### src/pkg/grr_pkg.sv
package grr_pkg;
   // ----------------------------------------------------------------
   // timing
   // ----------------------------------------------------------------
   localparam int CLK_MHZ          = 200;
   localparam int BAUD_KBAUD       = 1000;
   localparam int BIT_CYCLES       = (CLK_MHZ * 1000) / BAUD_KBAUD;
   localparam int FRAME_BYTES      = 6;
   localparam int CHAR_BITS        = 10;
   localparam int PROC_TIME_US     = 100;
   localparam int PROC_CYCLES      = PROC_TIME_US * CLK_MHZ;
   localparam int SLOW_RATE_HZ     = 1600;
   localparam int FAST_RATE_HZ     = 5000;
   localparam int SLOW_PERIOD_CYC  = (CLK_MHZ * 1000000) / SLOW_RATE_HZ;
   localparam int FAST_PERIOD_CYC  = (CLK_MHZ * 1000000) / FAST_RATE_HZ;
   localparam int POWERUP_TIME_MS  = 1000;
   localparam int POWERUP_CYCLES   = POWERUP_TIME_MS * CLK_MHZ * 1000;
   localparam int CNT_W            = 28;
   // ----------------------------------------------------------------
   // frame layout and reset values
   // ----------------------------------------------------------------
   localparam logic [7:0] STATUS_NORMAL = 8'hC0;
   localparam logic [7:0] STATUS_BIT_FAIL = 8'h3C;
   localparam logic [2:0] BYTE_IDX_RESET = 3'h0;
   localparam logic [3:0] BIT_IDX_RESET  = 4'h0;
endpackage

### src/pkg/grr_if.sv
`timescale 1ns/1ps
interface grr_if;
   logic strobe;
   logic tx_en;
   logic tx_data;
   logic health_ok;
   modport dev  (input strobe, input tx_en, output tx_data, output health_ok);
   modport host (output strobe, output tx_en, input tx_data, input health_ok);
endinterface

### src/core/grr_device.sv
`timescale 1ns/1ps
module grr_device
   import grr_pkg::*;
#(
   parameter int PROC_CYC = grr_pkg::PROC_CYCLES
)
(
   input  wire logic        sys_clk_in,
   input  wire logic        reset_in,
   grr_if.dev               link,
   input  wire logic [15:0] angle_in,
   input  wire logic        bit_fail_in,
   output logic             busy_out
);
   import grr_pkg::*;

   typedef enum logic [1:0] {ST_IDLE = 2'b00, ST_WAIT = 2'b01, ST_SEND = 2'b11,
                             ST_PROC = 2'b10} grr_state_e;

   // ----------------------------------------------------------------
   // pin synchronisers: three stages, change once stages two and three agree
   // ----------------------------------------------------------------
   logic [2:0] stb_sync_reg, stb_sync_next;
   logic [2:0] en_sync_reg, en_sync_next;
   logic       stb_lvl_reg, stb_lvl_next;
   logic       en_lvl_reg, en_lvl_next;

   // shift chains and filtered levels
   always_comb
   begin
      stb_sync_next = {stb_sync_reg[1:0], link.strobe};
      en_sync_next  = {en_sync_reg[1:0], link.tx_en};
      stb_lvl_next  = (stb_sync_reg[2] == stb_sync_reg[1]) ? stb_sync_reg[1] : stb_lvl_reg;
      en_lvl_next   = (en_sync_reg[2] == en_sync_reg[1]) ? en_sync_reg[1] : en_lvl_reg;
   end

   always_ff @(posedge sys_clk_in)
   begin
      if (reset_in)
      begin
         stb_sync_reg <= 3'h0;
         en_sync_reg  <= 3'h0;
         stb_lvl_reg  <= 1'b0;
         en_lvl_reg   <= 1'b0;
      end
      else
      begin
         stb_sync_reg <= stb_sync_next;
         en_sync_reg  <= en_sync_next;
         stb_lvl_reg  <= stb_lvl_next;
         en_lvl_reg   <= en_lvl_next;
      end
   end

   logic stb_rise;
   assign stb_rise = stb_lvl_next & ~stb_lvl_reg;

   // ----------------------------------------------------------------
   // frame engine
   // ----------------------------------------------------------------
   grr_state_e        state_reg, state_next;
   logic [47:0]       frame_reg, frame_next;
   logic [2:0]        byte_reg, byte_next;
   logic [3:0]        bit_reg, bit_next;
   logic [CNT_W-1:0]  cnt_reg, cnt_next;
   logic [CNT_W-1:0]  proc_reg, proc_next;
   logic              pend_reg, pend_next;
   logic              txd_reg, txd_next;
   logic              ok_reg, ok_next;
   logic [9:0]        chr;

   // character: stop bit, data lsb first, start bit at index 0
   assign chr = {1'b1, frame_reg[47:40], 1'b0};

   always_comb
   begin
      state_next = state_reg;
      frame_next = frame_reg;
      byte_next  = byte_reg;
      bit_next   = bit_reg;
      cnt_next   = cnt_reg;
      pend_next  = pend_reg;
      txd_next   = 1'b1;
      ok_next    = ~bit_fail_in;
      // processing timer runs from each capture; a later capture waits for it
      proc_next  = (proc_reg != '0) ? proc_reg - CNT_W'(1) : proc_reg;
      if (stb_rise)
      begin
         pend_next = 1'b1;
      end
      case (state_reg)
         ST_IDLE:
         begin
            if (pend_reg && proc_reg == '0)
            begin
               pend_next  = stb_rise;
               // status byte first, then angle, then three filler bytes
               frame_next = {bit_fail_in ? STATUS_BIT_FAIL : STATUS_NORMAL,
                             angle_in, 16'h0000, 8'h00};
               proc_next  = CNT_W'(PROC_CYC);
               state_next = ST_WAIT;
            end
         end
         ST_WAIT:
         begin
            // enable gates the frame; held high acts immediately
            if (en_lvl_reg)
            begin
               byte_next  = BYTE_IDX_RESET;
               bit_next   = BIT_IDX_RESET;
               cnt_next   = '0;
               state_next = ST_SEND;
            end
         end
         ST_SEND:
         begin
            txd_next = chr[bit_reg];
            if (!en_lvl_reg)
            begin
               txd_next   = 1'b1;
               state_next = ST_PROC;
            end
            else if (cnt_reg == CNT_W'(BIT_CYCLES - 1))
            begin
               cnt_next = '0;
               if (bit_reg == 4'(CHAR_BITS - 1))
               begin
                  bit_next   = BIT_IDX_RESET;
                  frame_next = {frame_reg[39:0], 8'h00};
                  if (byte_reg == 3'(FRAME_BYTES - 1))
                  begin
                     state_next = ST_PROC;
                  end
                  else
                  begin
                     byte_next = byte_reg + 3'h1;
                  end
               end
               else
               begin
                  bit_next = bit_reg + 4'h1;
               end
            end
            else
            begin
               cnt_next = cnt_reg + CNT_W'(1);
            end
         end
         ST_PROC:
         begin
            // new enable ignored until processing done
            if (proc_reg == '0)
            begin
               state_next = ST_IDLE;
            end
         end
         default:
         begin
            state_next = ST_IDLE;
         end
      endcase
   end

   always_ff @(posedge sys_clk_in)
   begin
      if (reset_in)
      begin
         state_reg <= ST_IDLE;
         frame_reg <= 48'h0;
         byte_reg  <= BYTE_IDX_RESET;
         bit_reg   <= BIT_IDX_RESET;
         cnt_reg   <= '0;
         proc_reg  <= '0;
         pend_reg  <= 1'b0;
         txd_reg   <= 1'b1;
         ok_reg    <= 1'b0;
      end
      else
      begin
         state_reg <= state_next;
         frame_reg <= frame_next;
         byte_reg  <= byte_next;
         bit_reg   <= bit_next;
         cnt_reg   <= cnt_next;
         proc_reg  <= proc_next;
         pend_reg  <= pend_next;
         txd_reg   <= txd_next;
         ok_reg    <= ok_next;
      end
   end

   assign link.tx_data   = txd_reg;
   assign link.health_ok = ok_reg;
   assign busy_out       = (state_reg != ST_IDLE);
endmodule

### src/flat_wrapper.sv
// flat-port wrapper written by rule: the top's interface ports become plain ports
module grr_device_flat import grr_pkg::*;
#(
   parameter int PROC_CYC = grr_pkg::PROC_CYCLES
)
  (sys_clk_in, reset_in, angle_in, bit_fail_in, busy_out, link_strobe, link_tx_en, link_tx_data, link_health_ok);
  grr_if link_i ();
  input  wire logic sys_clk_in;
  input  wire logic reset_in;
  input  wire logic [15:0] angle_in;
  input  wire logic bit_fail_in;
  output logic busy_out;
  input wire logic [$bits(link_i.strobe)-1:0] link_strobe;
  input wire logic [$bits(link_i.tx_en)-1:0] link_tx_en;
  output wire logic [$bits(link_i.tx_data)-1:0] link_tx_data;
  output wire logic [$bits(link_i.health_ok)-1:0] link_health_ok;
  assign link_i.strobe = link_strobe;
  assign link_i.tx_en = link_tx_en;
  assign link_tx_data = link_i.tx_data;
  assign link_health_ok = link_i.health_ok;
  grr_device #(.PROC_CYC(PROC_CYC)) u_core (.sys_clk_in(sys_clk_in), .reset_in(reset_in), .link(link_i), .angle_in(angle_in), .bit_fail_in(bit_fail_in), .busy_out(busy_out));
endmodule
### config.mk
export PLATFORM = sky130hd
export DESIGN_NAME = grr_device_flat
export DESIGN_NICKNAME = d
export VERILOG_FILES = /design/src/pkg/grr_pkg.sv /design/src/pkg/grr_if.sv /design/src/core/grr_device.sv /design/src/flat_wrapper.sv
export SDC_FILE = /design/constraint.sdc
export NUM_CORES = 1
export LEC_CHECK = 0
export BUFFER_PORTS_ARGS = -buffer_cell sky130_fd_sc_hd__buf_2
export CAP_MARGIN = 30
export CORE_MARGIN = 5
export CORE_UTILIZATION = 55
export DETAILED_ROUTE_END_ITERATION = 7
export PLACE_DENSITY_LB_ADDON = 0.12
export SLEW_MARGIN = 20
export SYNTH_ARGS = -nofsm -noshare
export SYNTH_HDL_FRONTEND = slang
export SYNTH_SLANG_ARGS = --single-unit
### constraint.sdc
create_clock -name sys_clk_in -period 2.1 [get_ports sys_clk_in]
set_input_delay 0.42 -clock sys_clk_in [delete_from_list [all_inputs] [get_ports sys_clk_in]]
set_output_delay 0.42 -clock sys_clk_in [all_outputs]
set_load 0.05 [all_outputs]
Yosys cells after proc, flatten, opt, wreduce, memory -nomap -nowiden
Index checks and enable logic that the tools add are counted.
Widths: inputs -> output; s select.
{ "word_totals": {"regBits": 124, "latchBits": 0, "out_inout_bits": 3, "ram_bits": 0, "word_cells": 92, "in_bits": 21, "rom_bits": 0, "memories": 0} }
{ "op_classes": {"n_div": 0, "shifts": 0, "add_sub_neg": 4, "multipliers": 0, "reduce_logical": 13, "bitwise_logic": 5, "magnitude_cmp": 1, "eq_ne": 18, "muxes": 38} }
{ "op_table": {"columns": ["cell", "count"], "rows": [
  ["$mux 48", 4],
  ["$mux 28", 6],
  ["$pmux 48 s2", 1],
  ["$pmux 28 s2", 1],
  ["$add 28x1->28 const B", 1],
  ["$eq 28x8->1 const B", 1],
  ["$logic_not 28->1", 1],
  ["$reduce_bool 28->1", 1],
  ["$sub 28x1->28 const B", 1],
  ["$mux 4", 4],
  ["$mux 3", 5],
  ["$mux 2", 7],
  ["$ne 2x1->1 const B", 6],
  ["$reduce_and 6->1", 2],
  ["$ne 3x3->1 const B", 3],
  ["$mux 8", 1],
  ["$pmux 2 s4", 1],
  ["$pmux 4 s2", 1],
  ["$pmux 3 s2", 1],
  ["$reduce_bool 2->1", 3],
  ["$lt 4x5->1 const B", 1],
  ["$mux 1", 5],
  ["$reduce_and 5->1", 1],
  ["$add 4x1->4 const B", 1],
  ["other kinds (15)", 20]
]} }

Longest topological paths before layout
Gate-level depths: netlist of run 1.
{ "depth": {"word_depth": 6, "depth_mapped": 10} }

Worst setup path before layout of run 1
OpenSTA, ideal clock, no wires.
{ "synth_path": {"kind": "reg2reg", "from": "register u_core.proc_reg[0]", "to": "register u_core.frame_reg[42]", "synth_period_minus_slack_ps": 2218, "t_required_ps": 1968, "slack_ps": -118, "n_path_buf": 2, "stages_incl_launch_ff": 11, "t_arrival_ps": 2086, "path_cell_list": "dfxtp_1 inv_1 ha_1 nor4b_1 nand4b_4 or4_1 buf_2 and2_4 buf_6 nand2_1 a21oi_1"} }
{ "synth_via": {"elab_chain_cells": 4} }
{ "synth_rtl": {"columns": ["item", "line_no", "source"], "rows": [
  ["start: declaration", "grr_device.sv:66", "logic [CNT_W-1:0] proc_reg, proc_next;"],
  ["start signal: assignment", "grr_device.sv:185", "proc_reg <= proc_next;"],
  ["$logic_not 28->1", "grr_device.sv:94", "if (pend_reg && proc_reg == '0)"],
  ["$logic_and 1x1->1", "grr_device.sv:94", null],
  ["$ne 2x1->1 (no line)", null, null],
  ["$reduce_and 5->1 (no line)", null, null],
  ["end signal: assignment", "grr_device.sv:181", "frame_reg <= frame_next;"],
  ["end: declaration", "grr_device.sv:62", "logic [47:0] frame_reg, frame_next;"]
]} }
Every way passes these cells.
A chain may end at the register's enable or synchronous reset.

Worst setup path after layout of run 1
{ "layout_path": {"from": "register u_core.proc_reg[18]", "to": "register u_core.frame_reg[43]"} }
The elaborated chain is that of the path after synthesis.

==> flow_metrics.tcl, run 1 <==
set metrics [dict create \
    status "finished, violations left" \
    violations "negative setup slack" \
    yosys-mux-area-fraction_pct 1.155 \
    slew_headroom_pct 74.86 \
    highest_layer "met4" \
    avgViaCountPerCell 5.631 \
    r2r_cells 7 \
    crit_path_start_kind "register" \
    synthAdderAreaFrac_pct 1.837 \
    nNetsFinal 700 \
    crit_fanout 7 \
    cts_tree "done" \
    setup_tns_ns -1.169 \
    drive_gt1_share_pct 23.22 \
    drv_slew 0 \
    worst_hold_slack_ns 0.2152 \
    vias 4415 \
    clock-root-buffer "clkbuf_8" \
    yosysSeqAreaShare_pct 41.98 \
    numCtsBuffers 9 \
    yosysTopAreaCellShare_pct 41.98 \
    fin_util_pct 67.55 \
    die_w_um 103.1 \
    grt_antenna_before_repair 0 \
    hold_violations 0 \
    start_util_pct 55.49 \
    diodes 0 \
    pre_cts_ws_ns -0.1262 \
    io_pins 24 \
    wl_per_cell_um 14.15 \
    grt_start_max_net_pins 32 \
    wl_met1_um 5099 \
    synth_area_um2 4768 \
    dieHeight_um 103.1 \
    cp_data_required_time_ns 2.36 \
    htreeDepth 3 \
    synth_edf_count 0 \
    core_area_um2 8593 \
    post_dp_cell_area_um2 5421 \
    track_usage_pct 21.59 \
    synth_fp_nets 624 \
    setup_viol 24 \
    rows 34 \
    gp_congestion 0.9196 \
    yosys.area_share.simple_pct 32.59 \
    ir_worst_vdd_mv 0.8930 \
    yosysWarnings 0 \
    yosysTopAreaCell "dfxtp_1" \
    worstSetupPathType "reg2reg" \
    skew_ns 0.009435 \
    synth-xor-area-share_pct 7.163 \
    clk_latency_ns 0.37 \
    syn_inst 596 \
    powerDensity_nw_per_um2 1007 \
    min_path_cells 2 \
    io_buffer_count 23 \
    synthToLayoutAreaGrowth_pct 21.73 \
    async_reset_ff_share_pct 0 \
    drt_first_pass_iters 5 \
    p_leak_nw 2.232 \
    drtIter0Drc 200 \
    synth_compound_area_share_pct 11.26 \
    fmax_mhz 461.8 \
    synth_top_family_by_area "simple AND/OR/NAND/NOR gates" \
    setup_slack_ns -0.06526 \
    final_cell_mix "97 x dfxtp_1, 92 x nand2_1, 70 x nor2_1" \
    end_kind "register" \
    worst_slew_pin_slew_ns 0.3737 \
    max-cap-violations 0 \
    die_area_um2 10630 \
    antenna_left 0 \
    cts.clk_slew.worst_paths_ns 0.10 \
    wl_um 11090 \
    clock-sinks 100 \
    clock_path_buffers 2 \
    syn_area_per_cell_um2 8.001 \
    final_common_cell "dfxtp_1" \
    synth_area_leaders "dfxtp_1 42%, nand2_1 7.4%, nor2_1 5.7%" \
    min_period_over_period_pct 103.1 \
    dr_wl_met2_um 5377 \
    ys_ff_latch 100 \
    min_path_type "in2reg" \
    met3_length_um 411 \
    postLayoutCellArea_um2 5804 \
    crit_arrival_ns 2.42 \
    grt_pass1_wl_um 18560 \
    ys_types 58 \
    fin_crit_ns 2.165 \
    synth_ff_type "dfxtp_1" \
    reg2reg_slack_ns -0.07 \
    drc_errors 0 \
    grt_overflow 0 \
    rsz0062_at_grt "yes" \
    dp_hpwl_um 7849 \
    grt_pass1_vias 4125 \
]
==> worst max-delay path, cell delays in order (launching register included) <==
cell	delay (ns)
dfxtp_2	0.33
or4_4	0.55
nand4b_4	0.20
or4_4	0.52
buf_6	0.16
and2_4	0.18
nand2_1	0.06
a21oi_1	0.05
==> power breakdown <==
group	internal, W	switching, W
clock network	0.000452	0.000711
registers	0.00210	0.000169
logic	0.00119	0.00122
==> cell families (layout without fill, tap and decap cells) <==
family | after synthesis | after routing
xor gates and xnor gates | 39 | 39
and+or+nand+nor | 309 | 310
buffers and inverters | 43 | 122
adders and majority gates | 7 | 7
AOI/OAI and AO/OA | 94 | 94
DFF | 100 | 100
muxes | 4 | 4
==> final cells by class <==
cell class / count / area [um2]
clock inverter: 6 / 57.56
fill: 721 / 2789
sequential: 100 / 2006
clock buffer: 9 / 123.9
multi-input combinational: 454 / 2719
tap: 108 / 135.1
timing repair buffer: 96 / 721.9
inverter: 11 / 41.29
==> layer usage <==
layer / GRT usage, % / up-vias
li1: - / 2230
met2: 35.27 / 80
met3: 3.518 / 18
met5: 0 / -
met1: 28.52 / 2087
met4: 8.566 / 0
==> worst paths after layout <==
| path | startpoint | end |
|---|---|---|
| setup / recovery | u_core.proc_reg[18]$_SDFF_PP0_ | u_core.frame_reg[43]$_SDFFE_PP0P_ |
| hold reg to reg | u_core.stb_lvl_reg$_SDFF_PP0_ | u_core.pend_reg$_SDFF_PP0_ |
| hold / removal | bit_fail_in | u_core.link.health_ok$_SDFF_PP0_ |
| setup reg to reg | u_core.proc_reg[18]$_SDFF_PP0_ | u_core.frame_reg[43]$_SDFFE_PP0P_ |
==> Yosys cell counts (2+ instances only) <==
cell        n
inv_1      11
or4_1       7
ha_1        7
nor4_1     15
mux2_2      2
and3b_1     2
o21ai_0    24
buf_6       2
nand4_1    11
buf_2       6
or4b_2      2
and2_1      3
o211ai_1    4
and3_1      6
nand3_1    34
a21oi_1    43
nor2_1     72
xnor2_1    25
nand2_1    94
nor2b_1     8
a211oi_1    2
nand3b_1    2
or2_2       2
nor3b_1     2
xor2_1     14
nor4b_1     6
buf_4       2
a31oi_1     7
nand2b_1    2
or3_1      12
clkbuf_1   21
dfxtp_1   100
and4_1      3
a21o_1      4
nor3_1     16
==> what timing repair did <==
item	in CTS	in global routing
pin swaps	8	7
gates resized for setup	15	32
hold buffers	0	0
cloned	1	1
setup endpoints to repair	52	82
buffers inserted	0	3
==> per-stage QoR <==
stage / std cells / total power [W]
after CTS: 780 / 0.005700
final: 784 / 0.005843
after floorplan: 596 / 0.003769
after global placement: 764 / 0.004457
after global routing: 784 / 0.006188
after detailed placement: 764 / 0.004519
No activity file was read; power rests on OpenSTA's default activity.
==> run 2, diff against run 1 <==
--- a/config.mk
+++ b/config.mk
@@ -11,6 +11,7 @@
 export CORE_UTILIZATION = 55
 export DETAILED_ROUTE_END_ITERATION = 7
 export PLACE_DENSITY_LB_ADDON = 0.12
+export SETUP_SLACK_MARGIN = 0.2
 export SLEW_MARGIN = 20
 export SYNTH_ARGS = -nofsm -noshare
 export SYNTH_HDL_FRONTEND = slang
==> run 2 against run 1 <==
The run still ends with negative setup slack left. Cell area increased by 12%. Via count grew 4.5%. First-iteration DRC count rose by 14%. Critical path depth stayed put. Sequential power about the same. Wire length rose by 15%. Largest cell class unchanged.
==> flow_metrics.tcl, run 2 (synthesis results as in run 1) <==
set metrics [dict create \
    status "finished, violations left" \
    violations "negative setup slack" \
    dp_hpwl_um 8207 \
    drt_first_pass_iters 5 \
    final_common_cell "dfxtp_1" \
    min_path_type "in2reg" \
    drtIter0Drc 229 \
    startpoint "u_core.proc_reg[18]$_SDFF_PP0_" \
    min_period_over_period_pct 104.2 \
    crit_path_start_kind "register" \
    grt_antenna_before_repair 0 \
    clockPowerShare_pct 18.4 \
    grt_start_max_net_pins 27 \
    worstSetupPathType "reg2reg" \
    drc_errors 0 \
    crit_family "simple AND/OR/NAND/NOR gates" \
    cts_tree "done" \
    crit_slowest_cell "or4_4" \
    cpMostUsedCell "or4_4" \
    crit_fanout 5 \
    clock-sinks 100 \
    wl_um 12710 \
    clock-root-buffer "clkbuf_8" \
    wl_per_cell_um 15.58 \
    max-cap-violations 0 \
    slew_headroom_pct 73.85 \
    path_cells "or4_4 > nand4b_4 > or4_4 > buf_6 > nand2b_4 > clkbuf_16 > nor2_2" \
    drv_slew 0 \
    rows 34 \
    postCtsHoldBufs 0 \
    fin_util_pct 75.38 \
    core_area_um2 8593 \
    io_pins 24 \
    p_switching_w 0.002402 \
    hold_violations 0 \
    gp_congestion 0.8415 \
    grt_pass1_vias 4495 \
    setup_slack_ns -0.08858 \
    intPower_w 0.004177 \
    setup_viol 47 \
    p_leak_nw 2.444 \
    worst-path-stages 7 \
    rr_endpoint "u_core.proc_reg[16]$_SDFF_PP0_" \
    vias 4612 \
    timing.rr.start "u_core.proc_reg[18]$_SDFF_PP0_" \
    synthToLayoutAreaGrowth_pct 35.84 \
    combPwrFrac_pct 47.0 \
    switching_share_pct 36.51 \
    dieHeight_um 103.1 \
    grt_overflow 0 \
    drive_gt1_share_pct 35.73 \
    r2r_cells 7 \
    cts.clk_slew.worst_paths_ns 0.11 \
    start_util_pct 55.49 \
    numCtsBuffers 9 \
    rsz0062_at_grt "yes" \
    worst_slew_pin_slew_ns 0.3887 \
    ir_worst_vdd_mv 0.9628 \
    nNetsFinal 731 \
    seqPwrFrac_pct 34.6 \
    htreeDepth 3 \
    final_cell_mix "91 x dfxtp_1, 82 x nand2_1, 81 x buf_4" \
    cp_num_buf_inv 2 \
    io_buffer_count 23 \
    die_area_um2 10630 \
    crit_arrival_ns 2.45 \
    diodes 0 \
    fillers 635 \
    track_usage_pct 23.46 \
    clk_latency_ns 0.38 \
    avgViaCountPerCell 5.652 \
    fin_crit_ns 2.189 \
    antenna_left 0 \
    cp_data_required_time_ns 2.36 \
    reg2reg_slack_ns -0.09 \
    fmax_mhz 456.9 \
    slowest_delay_ns 0.54 \
    clock_path_buffers 2 \
    die_w_um 103.1 \
    endpoint "u_core.proc_reg[16]$_SDFF_PP0_" \
    end_kind "register" \
    setup_tns_ns -2.429 \
    powerDensity_nw_per_um2 1016 \
    skew_ns 0.01521 \
    grt_pass1_wl_um 20110 \
]
run 2: power groups by stage:
| stage | sequential (W) | combinational [W] | clock, W |
|---|---|---|---|
| after floorplan | 0.00230 | 0.00147 | 0 |
| after global placement | 0.00228 | 0.00239 | 0 |
| after detailed placement | 0.00229 | 0.00247 | 0 |
| after CTS | 0.00226 | 0.00279 | 0.00124 |
| after global routing | 0.00230 | 0.00335 | 0.00131 |
| final | 0.00228 | 0.00309 | 0.00121 |
run 2: per-layer routing:
layer | GRT usage, % | vias up | part of all wire [%] | routed length, um
li1 | - | 2287 | - | -
met1 | 30.21 | 2199 | 45 | 5724
met2 | 39.52 | 106 | 49 | 6270
met3 | 5.616 | 20 | 4.3 | 551
met4 | 6.076 | 0 | 1.3 | 167
met5 | 0 | - | 0 | 0
run 2: cell type report:
| cell class | instances | area [um2] | area share [%] |
|---|---|---|---|
| Multi-Input combinational cell | 454 | 3080 | 47.56 |
| Timing Repair Buffer | 127 | 1012 | 15.63 |
| Clock inverter | 6 | 62.56 | 0.9658 |
| Inverter | 11 | 41.29 | 0.6374 |
| Sequential cell | 100 | 2018 | 31.16 |
| Clock buffer | 10 | 127.6 | 1.970 |
| Tap cell | 108 | 135.1 | 2.086 |
run 2: worst min-delay path by stage:
stage	from	to	slack [ns]	depth (start not counted)
CTS	bit_fail_in	u_core.link.health_ok$_SDFF_PP0_	0.19	2
finish	bit_fail_in	u_core.link.health_ok$_SDFF_PP0_	0.20	2
global placement	u_core.stb_lvl_reg$_SDFF_PP0_	u_core.pend_reg$_SDFF_PP0_	0.42	1
global route	bit_fail_in	u_core.link.health_ok$_SDFF_PP0_	0.19	2
detailed placement	u_core.stb_sync_reg[0]$_SDFF_PP0_	u_core.stb_sync_reg[1]$_SDFF_PP0_	0.43	1
floorplan	u_core.stb_lvl_reg$_SDFF_PP0_	u_core.pend_reg$_SDFF_PP0_	0.41	1
run 2: through the flow:
step | total power, W | setup slack, ns | std cells | hold slack (ns) | instance area (um2)
2_1_floorplan | 0.003769 | -0.06975 | 596 | 0.4128 | 4813
3_3_place_gp | 0.004674 | -0.07927 | 773 | 0.4199 | 5507
3_5_place_dp | 0.004760 | -0.1184 | 773 | 0.4275 | 5507
4_1_cts | 0.006297 | -0.02421 | 804 | 0.1920 | 6067
5_1_grt | 0.006960 | -0.1225 | 816 | 0.1948 | 6477
6_report | 0.006580 | -0.08858 | 816 | 0.2047 | 6477
run 2: repair_timing:
item                       4_1_cts  5_1_grt
setup buffers                   12        8
resized for setup               72       87
gates cloned                     3        4
pin swaps                       32       45
setup endpoints to repair       89       90
==> run 3, diff against run 2 <==
==> constraint.sdc (replaced) <==
create_clock -name sys_clk_in -period 2.7 [get_ports sys_clk_in]
set_input_delay 0.54 -clock sys_clk_in [delete_from_list [all_inputs] [get_ports sys_clk_in]]
set_output_delay 0.54 -clock sys_clk_in [all_outputs]
set_load 0.05 [all_outputs]
==> run 3 against run 2 <==
The run now ends clean. Wire length shrank 20%. Worst hold slack gained 0.13 ns. Via count shrank 11%. Clock skew grew 0.0020 ns. Global-route usage shrank 3.0 points. Cell count shrank 11%. Non-clock buffer count shrank 87. Largest cell class unchanged.
==> flow_metrics.tcl, run 3 (synthesis results as in run 1) <==
set metrics [dict create \
    multi_input_area_um2 2599 \
    hold_violations 0 \
    min_period_over_period_pct 86.49 \
    antenna_left 0 \
    crit_path_start_kind "register" \
    p_leak_nw 1.920 \
    dieHeight_um 103.1 \
    start_util_pct 55.49 \
    drt_first_pass_iters 5 \
    crit_fanout 14 \
    cp_data_required_time_ns 2.98 \
    nNetsFinal 643 \
    fillers 780 \
    gp_congestion 0.8531 \
    skew_ns 0.01720 \
    wl_um 10170 \
    clock-root-buffer "clkbuf_8" \
    powerDensity_nw_per_um2 811.7 \
    io_buffer_count 23 \
    drive_gt1_share_pct 11.63 \
    end_kind "register" \
    avgViaCountPerCell 5.630 \
    die_area_um2 10630 \
    rsz0062_at_grt "no" \
    synthToLayoutAreaGrowth_pct 9.893 \
    core_area_um2 8593 \
    drtIter0Drc 189 \
    holdPathEnd "u_core.link.health_ok$_SDFF_PP0_" \
    track_usage_pct 20.43 \
    min_path_type "in2reg" \
    drv_slew 0 \
    clk_latency_ns 0.36 \
    htreeDepth 3 \
    grt_antenna_before_repair 0 \
    grt_overflow 0 \
    post_dp_cell_area_um2 5001 \
    clock-sinks 100 \
    drc_errors 0 \
    dp_hpwl_um 7235 \
    grt_start_max_net_pins 27 \
    vias 4093 \
    status "complete, no violations" \
    numCtsBuffers 9 \
    clock_path_buffers 2 \
    final_common_cell "dfxtp_1" \
    final_cell_mix "100 x dfxtp_1, 94 x nand2_1, 72 x nor2_1" \
    setup_tns_ns 0 \
    fmax_mhz 428.2 \
    r2r_cells 7 \
    rr_endpoint "u_core.frame_reg[44]$_SDFFE_PP0P_" \
    reg2reg_slack_ns 0.36 \
    slew_headroom_pct 64.02 \
    postLayoutCellArea_um2 5240 \
    timing.rr.start "u_core.proc_reg[18]$_SDFF_PP0_" \
    seq_area_um2 2002 \
    power_w 0.004253 \
    min_from "bit_fail_in" \
    crit_arrival_ns 2.62 \
    worst_slew_pin_slew_ns 0.5348 \
    grt_pass1_wl_um 17630 \
    worstSetupPathType "reg2reg" \
    wl_per_cell_um 13.99 \
    cts.clk_slew.worst_paths_ns 0.11 \
    postCtsHoldBufs 0 \
    max-cap-violations 0 \
    worst_hold_slack_ns 0.3309 \
    die_w_um 103.1 \
    grt_pass1_vias 3759 \
    setup_viol 0 \
    rows 34 \
    min_path_cells 2 \
    diodes 0 \
    fin_crit_ns 2.335 \
    cts_tree "done" \
    ir_worst_vdd_mv 0.6349 \
    io_pins 24 \
]
run 3: worst max-delay path by stage:
| stage | start | to | slack, ns |
|---|---|---|---|
| detailed placement | u_core.cnt_reg[0]$_SDFFE_PP0P_ | u_core.frame_reg[44]$_SDFFE_PP0P_ | 0.24 |
| floorplan | u_core.proc_reg[0]$_SDFF_PP0_ | u_core.frame_reg[42]$_SDFFE_PP0P_ | 0.48 |
| finish | u_core.proc_reg[18]$_SDFF_PP0_ | u_core.frame_reg[44]$_SDFFE_PP0P_ | 0.36 |
| CTS | u_core.cnt_reg[0]$_SDFFE_PP0P_ | u_core.frame_reg[44]$_SDFFE_PP0P_ | 0.24 |
| global route | u_core.proc_reg[0]$_SDFF_PP0_ | u_core.frame_reg[46]$_SDFFE_PP0P_ | 0.20 |
| global placement | u_core.cnt_reg[0]$_SDFFE_PP0P_ | u_core.frame_reg[47]$_SDFFE_PP0P_ | 0.33 |
run 3: stage by stage:
stage	std cells	util, %	worst slack (ns)
2_1_floorplan	596	-	0.4820
3_3_place_gp	711	58.20	0.3302
3_5_place_dp	711	58.20	0.2417
4_1_cts	726	60.61	0.2404
5_1_grt	727	60.98	0.2026
6_report	727	60.98	0.3649
run 3: cell type report:
cell class	count	share of cell area (%)
Tap cell	108	2.579
Timing Repair Buffer	40	4.871
Clock inverter	6	1.600
Sequential cell	100	38.20
Multi-Input combinational cell	453	49.59
Clock buffer	9	2.364
Inverter	11	0.7880
run 3: layer usage:
metal / vias to the layer above / wire, um / track usage, %
met4: 0 / 60 / 3.884
li1: 2107 / - / -
met3: 4 / 391 / 4.533
met2: 85 / 4742 / 32.96
met1: 1897 / 4975 / 28.38
met5: - / 0 / 0
run 3: repair_timing:
item | CTS | global route
gates resized for setup | 0 | 4
endpoints found under the setup margin | 0 | 33
buffers inserted | 0 | 1
run 3: power breakdown:
group          switching, W  internal [W]  total, W
sequential         0.000163       0.00163   0.00180
combinational      0.000784      0.000677   0.00146
clock              0.000552      0.000445  0.000997
run 3: critical path, cell delays in order, from the launching register on:
cell      delay, ns
dfxtp_1        0.36
or4_4          0.58
nand4b_4       0.19
or4_1          0.52
buf_4          0.21
nand2_4        0.14
nand2_1        0.08
a21oi_1        0.17
